## config.mk

```make
export PLATFORM = sky130hd
export DESIGN_NAME = ptr_router
export DESIGN_NICKNAME = d
export VERILOG_FILES = /design/src/ptr_pkg.sv /design/src/ptr_router.sv
export SDC_FILE = /design/constraint.sdc
export NUM_CORES = 1
export LEC_CHECK = 0
export ABC_AREA = 1
export ABC_CLOCK_PERIOD_IN_PS = 1500
export BUFFER_PORTS_ARGS = -buffer_cell sky130_fd_sc_hd__buf_4
export CORE_ASPECT_RATIO = 1.2
export CORE_MARGIN = 2
export CORE_UTILIZATION = 51
export DETAILED_ROUTE_END_ITERATION = 8
export PLACE_DENSITY = 0.75
export SYNTH_ARGS = -nofsm -noshare
export SYNTH_HDL_FRONTEND = slang
export SYNTH_SLANG_ARGS = --single-unit
```

## constraint.sdc

```tcl
create_clock -name SYS_CLK -period 1.5 [get_ports SYS_CLK]
set_input_delay 0 -clock SYS_CLK [delete_from_list [all_inputs] [get_ports SYS_CLK]]
set_output_delay 0 -clock SYS_CLK [all_outputs]
set_load 0.02 [all_outputs]
```

## src/ptr_pkg.sv

```systemverilog
// package for the peripheral trigger router: register map, field
// layout, reset values, source encodings and bus signal groups.
// assumes a 32-bit classic wishbone slave port, byte addressed.
package ptr_pkg;

    // register byte offsets
    localparam logic [7:0] PTR_CONV_CFG_OFS = 8'h00;
    localparam logic [7:0] PTR_TMR_CFG_OFS = 8'h04;
    localparam logic [7:0] PTR_SER_CFG_OFS = 8'h08;
    localparam logic [7:0] PTR_MISC_CFG_OFS = 8'h0c;
    localparam logic [7:0] PTR_STATUS_OFS = 8'h10;

    // conv cfg fields
    localparam int PTR_CONV_SRC_LSB = 0;
    localparam int PTR_CONV_AB_BIT = 4;
    localparam int PTR_CONV_ALT_BIT = 7;
    // timer cfg: per timer byte, select in [3:0], timebase enable at 4
    localparam int PTR_TMR_SRC_LSB = 0;
    localparam int PTR_TMR_GTB_BIT = 4;
    localparam int PTR_TMR_FIELD_W = 8;
    // serial cfg fields
    localparam int PTR_SER_TX_BIT = 0;
    localparam int PTR_SER_RX_BIT = 4;
    localparam int PTR_SER_CAP_BIT = 8;
    // misc cfg fields
    localparam int PTR_MISC_CMP_TRG_BIT = 0;
    localparam int PTR_MISC_TSI_HW_BIT = 1;
    localparam int PTR_MISC_DMA0_BIT = 2;
    localparam int PTR_MISC_DMA1_BIT = 3;
    localparam int PTR_MISC_LPT_PIN_BIT = 4;

    // reset values
    localparam logic [31:0] PTR_CONV_CFG_RST = 32'h0000_0000;
    localparam logic [31:0] PTR_TMR_CFG_RST = 32'h0000_0000;
    localparam logic [31:0] PTR_SER_CFG_RST = 32'h0000_0000;
    localparam logic [31:0] PTR_MISC_CFG_RST = 32'h0000_0000;
    localparam logic [31:0] PTR_UNMAPPED_DATA = 32'h0000_0000;

    // 4-bit trigger source encodings
    typedef enum logic [3:0] {
        PTR_SRC_EXT = 4'h0,
        PTR_SRC_CMP = 4'h1,
        PTR_SRC_IFLAG0 = 4'h2,
        PTR_SRC_IFLAG1 = 4'h3,
        PTR_SRC_TOF0 = 4'h4,
        PTR_SRC_TOF1 = 4'h5,
        PTR_SRC_ALARM = 4'h6,
        PTR_SRC_SECONDS = 4'h7,
        PTR_SRC_LOWPOWER_TIMER = 4'h8
    } ptr_src_t;

    typedef struct packed {
        logic cyc;
        logic stb;
        logic we;
        logic [3:0] sel;
        logic [7:0] adr;
        logic [31:0] dat;
    } ptr_wb_req_t;

    typedef struct packed {
        logic ack;
        logic [31:0] dat;
    } ptr_wb_rsp_t;

    // trigger sources gathered from the peripherals
    typedef struct packed {
        logic ch0_flag;
        logic ch1_flag;
        logic [1:0] overflow;
        logic iflag0;
        logic iflag1;
        logic alarm;
        logic seconds;
        logic ext_pin;
        logic cmp_out;
        logic lowpower_timer_trig;
    } ptr_srcs_t;

endpackage

```

## src/ptr_router.sv

```systemverilog
// peripheral trigger router: steers timer, interval timer, calendar,
// comparator and external pin triggers to their consumers.
// assumes all sources are synchronous to SYS_CLK; registered routes,
// so every output lands one cycle after its source.
`timescale 1ns/1ps

// Function
// - alt enable clear routes timer one ch0 flag to A and ch1 flag to B.
// - a 4-bit select picks the converter trigger, one bit steers A or B.
// - each timer has a 4-bit trigger select over the same source set.
// - the low-power timer trigger is routed to the comparator trigger input.
// - timer one timebase reaches every timer, used where enabled.
// - the low-power timer trigger reaches the touch unit when chosen.
// - when requested, timer one ch0 modulates the serial transmit output.
// - interval flags 0 and 1 request dma channels 0 and 1 when enabled.
module ptr_router
    import ptr_pkg::*;
#(
    parameter int NUM_TIMERS = 2
) (
    input wire logic SYS_CLK,
    input wire logic RST,
    input wire ptr_wb_req_t WB_REQ,
    output ptr_wb_rsp_t WB_RSP,
    input wire ptr_srcs_t SRCS,
    input wire logic TIMER1_TIMEBASE,
    input wire logic TIMER1_CH0_OUT,
    input wire logic SERIAL_TX_IN,
    output logic CONV_TRIG_A,
    output logic CONV_TRIG_B,
    output logic [NUM_TIMERS-1:0] TIMER_TRIG,
    output logic [NUM_TIMERS-1:0] TIMER_GLOBAL_TB,
    output logic CMP_TRIG,
    output logic TOUCH_TRIG,
    output logic SERIAL_TX_PIN,
    output logic SERIAL_RX_CMP_SEL,
    output logic TIMER1_CH0_CMP_SEL,
    output logic LOWPOWER_TIMER_CMP_SEL,
    output logic DMA_REQ0,
    output logic DMA_REQ1
);

    logic [31:0] conv_cfg_q;
    logic [31:0] tmr_cfg_q;
    logic [31:0] ser_cfg_q;
    logic [31:0] misc_cfg_q;
    logic ack_q;
    logic [31:0] rdat_q;
    logic wr_en;
    logic access;

    // decode of the shared 4-bit source encoding
    function automatic logic pick_src(input logic [3:0] sel,
                                      input ptr_srcs_t s);
        logic r;
        r = 1'b0;
        case (sel)
            PTR_SRC_EXT: r = s.ext_pin;
            PTR_SRC_CMP: r = s.cmp_out;
            PTR_SRC_IFLAG0: r = s.iflag0;
            PTR_SRC_IFLAG1: r = s.iflag1;
            PTR_SRC_TOF0: r = s.overflow[0];
            PTR_SRC_TOF1: r = s.overflow[1];
            PTR_SRC_ALARM: r = s.alarm;
            PTR_SRC_SECONDS: r = s.seconds;
            PTR_SRC_LOWPOWER_TIMER: r = s.lowpower_timer_trig;
            default: r = 1'b0;
        endcase
        return r;
    endfunction

    // byte-lane merge of a write into a register
    function automatic logic [31:0] merge(input logic [31:0] old,
                                          input logic [31:0] wd,
                                          input logic [3:0] sel);
        logic [31:0] r;
        r = old;
        for (int i = 0; i < 4; i++) begin
            if (sel[i]) begin
                r[i*8 +: 8] = wd[i*8 +: 8];
            end
        end
        return r;
    endfunction

    assign access = WB_REQ.cyc && WB_REQ.stb && !ack_q;
    assign wr_en = access && WB_REQ.we;

    // one-wait-state ack; drops the cycle after it is given
    always_ff @(posedge SYS_CLK) begin
        if (RST) begin
            ack_q <= 1'b0;
        end else begin
            ack_q <= access;
        end
    end

    // config writes, bus clock only; reset restores defaults
    always_ff @(posedge SYS_CLK) begin
        if (RST) begin
            conv_cfg_q <= PTR_CONV_CFG_RST;
            tmr_cfg_q <= PTR_TMR_CFG_RST;
            ser_cfg_q <= PTR_SER_CFG_RST;
            misc_cfg_q <= PTR_MISC_CFG_RST;
        end else if (wr_en) begin
            case (WB_REQ.adr)
                PTR_CONV_CFG_OFS:
                    conv_cfg_q <= merge(conv_cfg_q, WB_REQ.dat, WB_REQ.sel);
                PTR_TMR_CFG_OFS:
                    tmr_cfg_q <= merge(tmr_cfg_q, WB_REQ.dat, WB_REQ.sel);
                PTR_SER_CFG_OFS:
                    ser_cfg_q <= merge(ser_cfg_q, WB_REQ.dat, WB_REQ.sel);
                PTR_MISC_CFG_OFS:
                    misc_cfg_q <= merge(misc_cfg_q, WB_REQ.dat, WB_REQ.sel);
                default: ;
            endcase
        end
    end

    // read data; status shows live routed outputs
    always_ff @(posedge SYS_CLK) begin
        if (RST) begin
            rdat_q <= PTR_UNMAPPED_DATA;
        end else if (access && !WB_REQ.we) begin
            case (WB_REQ.adr)
                PTR_CONV_CFG_OFS: rdat_q <= conv_cfg_q;
                PTR_TMR_CFG_OFS: rdat_q <= tmr_cfg_q;
                PTR_SER_CFG_OFS: rdat_q <= ser_cfg_q;
                PTR_MISC_CFG_OFS: rdat_q <= misc_cfg_q;
                PTR_STATUS_OFS: rdat_q <= {22'h0, DMA_REQ1, DMA_REQ0,
                    SERIAL_TX_PIN, TOUCH_TRIG, CMP_TRIG, TIMER_TRIG[0],
                    TIMER_TRIG[1], TIMER_GLOBAL_TB[0], CONV_TRIG_B,
                    CONV_TRIG_A};
                default: rdat_q <= PTR_UNMAPPED_DATA;
            endcase
        end
    end

    assign WB_RSP = {ack_q, rdat_q};

    // converter triggers
    always_ff @(posedge SYS_CLK) begin
        if (RST) begin
            CONV_TRIG_A <= 1'b0;
            CONV_TRIG_B <= 1'b0;
        end else if (!conv_cfg_q[PTR_CONV_ALT_BIT]) begin
            // paired A/B; spacing in stop modes is software's job
            CONV_TRIG_A <= SRCS.ch0_flag;
            CONV_TRIG_B <= SRCS.ch1_flag;
        end else begin
            // one selected source, steered to a single input
            CONV_TRIG_A <= !conv_cfg_q[PTR_CONV_AB_BIT] &&
                pick_src(conv_cfg_q[PTR_CONV_SRC_LSB +: 4], SRCS);
            CONV_TRIG_B <= conv_cfg_q[PTR_CONV_AB_BIT] &&
                pick_src(conv_cfg_q[PTR_CONV_SRC_LSB +: 4], SRCS);
        end
    end

    // per-timer trigger and global timebase
    for (genvar t = 0; t < NUM_TIMERS; t++) begin : g_tmr
        localparam int BASE = t * PTR_TMR_FIELD_W;
        always_ff @(posedge SYS_CLK) begin
            if (RST) begin
                TIMER_TRIG[t] <= 1'b0;
                TIMER_GLOBAL_TB[t] <= 1'b0;
            end else begin
                TIMER_TRIG[t] <= pick_src(
                    tmr_cfg_q[BASE + PTR_TMR_SRC_LSB +: 4], SRCS);
                TIMER_GLOBAL_TB[t] <= TIMER1_TIMEBASE &&
                    tmr_cfg_q[BASE + PTR_TMR_GTB_BIT];
            end
        end
    end

    // comparator and touch triggers follow the low-power timer
    always_ff @(posedge SYS_CLK) begin
        if (RST) begin
            CMP_TRIG <= 1'b0;
            TOUCH_TRIG <= 1'b0;
        end else begin
            CMP_TRIG <= SRCS.lowpower_timer_trig &&
                misc_cfg_q[PTR_MISC_CMP_TRG_BIT];
            TOUCH_TRIG <= SRCS.lowpower_timer_trig &&
                misc_cfg_q[PTR_MISC_TSI_HW_BIT];
        end
    end

    // idle-high line: modulation gates marks with the carrier
    always_ff @(posedge SYS_CLK) begin
        if (RST) begin
            SERIAL_TX_PIN <= 1'b1;
        end else begin
            SERIAL_TX_PIN <= ser_cfg_q[PTR_SER_TX_BIT] ?
                (SERIAL_TX_IN & TIMER1_CH0_OUT) : SERIAL_TX_IN;
        end
    end

    // static comparator steering levels, no data through here
    always_ff @(posedge SYS_CLK) begin
        if (RST) begin
            SERIAL_RX_CMP_SEL <= 1'b0;
            TIMER1_CH0_CMP_SEL <= 1'b0;
            LOWPOWER_TIMER_CMP_SEL <= 1'b0;
        end else begin
            SERIAL_RX_CMP_SEL <= ser_cfg_q[PTR_SER_RX_BIT];
            TIMER1_CH0_CMP_SEL <= ser_cfg_q[PTR_SER_CAP_BIT];
            LOWPOWER_TIMER_CMP_SEL <= misc_cfg_q[PTR_MISC_LPT_PIN_BIT];
        end
    end

    // dma requests from the interval flags
    always_ff @(posedge SYS_CLK) begin
        if (RST) begin
            DMA_REQ0 <= 1'b0;
            DMA_REQ1 <= 1'b0;
        end else begin
            DMA_REQ0 <= SRCS.iflag0 &&
                misc_cfg_q[PTR_MISC_DMA0_BIT];
            DMA_REQ1 <= SRCS.iflag1 &&
                misc_cfg_q[PTR_MISC_DMA1_BIT];
        end
    end

endmodule

```

# After elaboration in Yosys (flattened, before gate mapping)

Cells that the tools add are included.

Register bits after elaboration: 175
Input port bits: 63
Output and inout bits: 47
Word-level logic and storage cells: 105

Equal/unequal tests: 28
Muxes and demuxes: 9
Bitwise gates (word level): 1
Reductions and logical operators: 35

Operator list:

| operator                                                              | count |
|---|---|
| 32-bit case mux with 5 select lines                                   | 1 |
| 4-bit by 3-bit equality test with 1-bit output, second input constant | 12 |
| 3-bit AND reduction                                                   | 16 |
| 1-bit case mux with 9 select lines                                    | 3 |
| 4-bit by 2-bit equality test with 1-bit output, second input constant | 6 |
| 8-bit by 4-bit equality test with 1-bit output, second input constant | 2 |
| 4-bit by 1-bit equality test with 1-bit output, second input constant | 3 |
| 4-bit equality test, second input constant                            | 3 |
| 1-bit logical AND                                                     | 12 |
| 4-bit zero test                                                       | 3 |
| 8-bit by 3-bit equality test with 1-bit output, second input constant | 1 |
| 8-bit by 5-bit equality test with 1-bit output, second input constant | 1 |
| 8-bit zero test                                                       | 1 |
| 1-bit two-way mux                                                     | 5 |
| 1-bit zero test                                                       | 3 |
| 1-bit bitwise AND                                                     | 1 |

# Depth between registers and ports, before layout

Word-level depth: 6
Mapped depth: 9
Depth with buffers taken out: 9

# Worst setup path before layout

No wires, ideal clock.

Path type: reg2reg
Start point: register ack_q
End point: register misc_cfg_q[24]
Setup time: 0.116 ns
Data arrival time: 1.274 ns
Data required time: 1.384 ns
Slack: 0.111 ns
Cell stages (with the launch flop): 9
Path buffers: 1
Clock period less this slack: 1.389 ns
Path through: dfxtp_1 -> nand3b_4 -> nor2_4 -> nand2_1 -> buf_2 -> nor2_4 -> inv_2 -> nor2_1 -> nor2_1

Cells in the longest elaborated chain, start to end: 4

RTL lines:

| what                                 | line              | RTL |
|---|---|---|
| start: declaration                   | ptr_router.sv:47  | `logic ack_q;` |
| start signal: assignment             | ptr_router.sv:94  | `ack_q <= access;` |
| 1-bit zero test                      | ptr_router.sv:86  | `assign access = WB_REQ.cyc && WB_REQ.stb && !ack_q;` |
| 1-bit logical AND                    | ptr_router.sv:86  |  |
| 1-bit logical AND                    | ptr_router.sv:87  | `assign wr_en = access && WB_REQ.we;` |
| 3-bit AND reduction (no source line) | n/a               |  |
| end signal: assignment               | ptr_router.sv:114 | `misc_cfg_q <= merge(misc_cfg_q, WB_REQ.dat, WB_REQ.sel);` |
| end: declaration                     | ptr_router.sv:46  | `logic [31:0] misc_cfg_q;` |

No other way between the ends.
A chain may end at the register's enable or synchronous reset.

# Worst setup path after layout

Start point: register ack_q
End point: register ser_cfg_q[9]

Cells in the longest elaborated chain, start to end: 4

RTL lines:

| what                                 | line              | RTL |
|---|---|---|
| 1-bit zero test                      | ptr_router.sv:86  |  |
| 1-bit logical AND                    | ptr_router.sv:86  |  |
| 1-bit logical AND                    | ptr_router.sv:87  |  |
| 3-bit AND reduction (no source line) | n/a               |  |
| end signal: assignment               | ptr_router.sv:112 | `ser_cfg_q <= merge(ser_cfg_q, WB_REQ.dat, WB_REQ.sel);` |
| end: declaration                     | ptr_router.sv:45  | `logic [31:0] ser_cfg_q;` |

No other way between the ends.

==> flow_summary.yaml <==
global_route:
  grt_overflow_total: 0
  met2_usage: 0.453
  grt_max_degree: 59
  top_usage_layer: "met2"
  grt_first_pass_wirelength_um: 34700
  gr-usage-met3: 0.0478
  grt_pass1_vias: 7039
  use_met1: 0.367
  antenna_found_initial: 0
  grt_usage: 0.282
detailed_routing:
  wirelength_um: 23000
  via_per_inst: 5.69
  first_pass_iters: 5
  vias: 7661
  drcViolationCount: 0
  wl_per_cell_um: 17.1
  drt_iter0_drc: 696
  detail-route-antenna-nets: 0
cts:
  cts.sinks: 175
  numCtsBuffers: 17
  cts_tree: "built"
  clk_latency_ns: 0.44
  cts_root_buf: "clkbuf_16"
  path_clk_slew_ns: 0.06
  clock_path_buffers: 2
  cts.htree.levels: 4
synthesis:
  synth_simple_gate_area_share: 0.271
  syn_area_mm2: 0.00747
  synthTopCellsByArea: "dfxtp_1, o21ai_0, nand3_1"
  synth-seq-cells: 175
  synth_largest_area_cell: "dfxtp_1"
  synth_cells: 973
  synth_compound_area_frac: 0.184
  synth_warnings: 0
  synthDominantCellAreaShare: 0.469
  synthXorXnorAreaFrac: 0
  postSynthAreaPerCell_um2: 7.67
  ys_types: 28
  syn-num-nets: 1036
  synth.yosys.seq_area_share: 0.469
  synth_top_family_by_area: "simple AND/OR/NAND/NOR gates"
  synth.mux.area_fraction: 0
  synth_fa_ha_area_frac: 0
timing:
  hold_viol_final: 0
  max_freq_mhz: 616
  finalSetupViolations: 29
  worst_hold_slack_ns: 0.00659
  slew_violations: 0
  worst_pin_slew_ns: 0.333
  fin_crit_ns: 1.62
  fin_ws_ns: -0.122
  slew_headroom: 0.778
  worst_clock_skew_ns: 0.00711
  rsz0062_at_grt: "true"
  setup-tns-final_ns: -0.659
  period_share: 1.08
run_status:
  status: "finished with violations"
  violations: "setup timing"
pwr:
  p_leak_uw: 0.00417
  powerDensity_mw_per_mm2: 988
  p_total_uw: 9990
  vdd_ir_drop_max_uv: 768
worst_hold_path:
  holdPathStages: 5
  min_to: "TIMER_TRIG[0]"
  min_from: "SRCS[1]"
  hold_path.class: "input pin to register"
setup_path:
  r2r_end: "ser_cfg_q[9]"
  timing.rr.start: "ack_q"
  cp.required_ns: 1.83
  critPathMaxFanout: 16
  cp-end-kind: "register"
  cp-start-kind: "register"
  r2r_setup_slack_ns: -0.12
  worstSetupPathType: "register to register"
  crit_arrival_ns: 1.96
  reg2regPathDepth: 9
floorplan:
  num_rows: 48
  die_y_um: 137
  initial_utilization: 0.520
  die_area_mm2: 0.0156
  io_pins: 110
  fp.coreArea_mm2: 0.0144
  fp.dieW_um: 114
place:
  dpl.cell_count: 1245
  place.gp.congestion: 0.868
  post-place-ws_ns: -0.0549
  port_buffers: 109
  hpwl_um: 14300
final_layout:
  stdcell_count: 1346
  layout-drive-gt1-share: 0.232
  area_growth_syn_to_layout_pct: 35.4
  final_common_cell: "dfxtp_1"
  fillers: 1127
  antenna_cells: 0
  final_cell_mix: "dfxtp_1, buf_4, nand2_1"
  fin_nets: 1223
run:
  max_cap_viol_count: 0
==> cells by family (layout without fill, tap and decap cells) <==
group,Yosys count,in the layout
buf+inv,119,317
flops,175,175
simple gates,425,425
compound gates,254,254
==> metrics by stage <==
stage | util | instance area [um2]
global placement | 0.600 | 8610
global route | 0.704 | 10100
finish | 0.704 | 10100
CTS | 0.683 | 9810
floorplan | - | 7470
detailed placement | 0.600 | 8610
==> synth_stat cells <==
library cell  number
a211oi_1          19
o211ai_1           3
buf_4             17
inv_1             55
nand2_1          127
nor2_2             4
nor3_2             1
nand2_4            3
nand3b_4           1
nor4_1             1
nor3_1            11
clkbuf_1          24
nand3_1          106
a211oi_2           6
o21ai_1            9
buf_1              1
o21ai_0          113
nor2_4            19
buf_2             11
nand4_1           28
nand2_2            5
buf_6              5
inv_4              2
dfxtp_1          175
a21oi_1          103
o22ai_1            1
inv_2              4
nor2_1           119
==> critical path, stage by stage, from the launching register on <==
cell and delay [ns]:
dfxtp_2 0.32, nand3b_4 0.16, nor2_4 0.15, buf_12 0.14, buf_6 0.11, nand2_8 0.07
nor2_4 0.11, buf_12 0.16, nor2_1 0.06, a211oi_1 0.23
==> worst max-delay path by stage <==
| stage | startpoint | end | cells after the start |
|---|---|---|---|
| detailed placement | ack_q | tmr_cfg_q[21] | 6 |
| finish | ack_q | ser_cfg_q[9] | 9 |
| CTS | ack_q | misc_cfg_q[5] | 7 |
| global route | ack_q | misc_cfg_q[2] | 8 |
| floorplan | ack_q | misc_cfg_q[24] | 8 |
| global placement | ack_q | tmr_cfg_q[21] | 6 |
==> sequential cells by signal, summed over array words and instances, names as in the netlist <==
name / flops
LOWPOWER_TIMER_CMP_SEL: 1
TIMER_TRIG: 2
DMA_REQ1: 1
conv_cfg_q: 32
ack_q: 1
CONV_TRIG_A: 1
CONV_TRIG_B: 1
SERIAL_RX_CMP_SEL: 1
tmr_cfg_q: 32
misc_cfg_q: 32
TIMER_GLOBAL_TB: 2
TIMER1_CH0_CMP_SEL: 1
rdat_q: 32
CMP_TRIG: 1
DMA_REQ0: 1
ser_cfg_q: 32
TOUCH_TRIG: 1
SERIAL_TX_PIN: 1
==> repair_timing <==
item / in CTS / in global routing
hold buffers: 44 / 1
pin swaps: 7 / 14
setup endpoints to repair: 57 / 120
hold endpoints to repair: 139 / 1
gates cloned: 0 / 2
setup buffers: 12 / 13
resized for setup: 5 / 48
==> metal layers <==
layer  vias to the layer above  share of wire  routed length, um
li1                       3677              -                  -
met3                        71          0.068               1560
met4                         0          0.034                769
met2                       373           0.48              11000
met1                      3540           0.42               9670
met5                         -              0                  0
==> final cells by class <==
cell class,count,area [um2],area share
Inverter,61,240,0.0238
Timing Repair Buffer,226,2030,0.201
Clock inverter,9,133,0.0131
Tap cell,175,219,0.0217
Clock buffer,21,480,0.0475
Multi-Input combinational cell,679,3500,0.346
Sequential cell,175,3500,0.347
==> power breakdown <==
group          switching (uW)  internal (uW)  total, uW
clock network            1830           2780       4610
logic                     394            308        702
registers                11.8           4670       4680
Note: power is estimated with default switching activity, not from simulation.
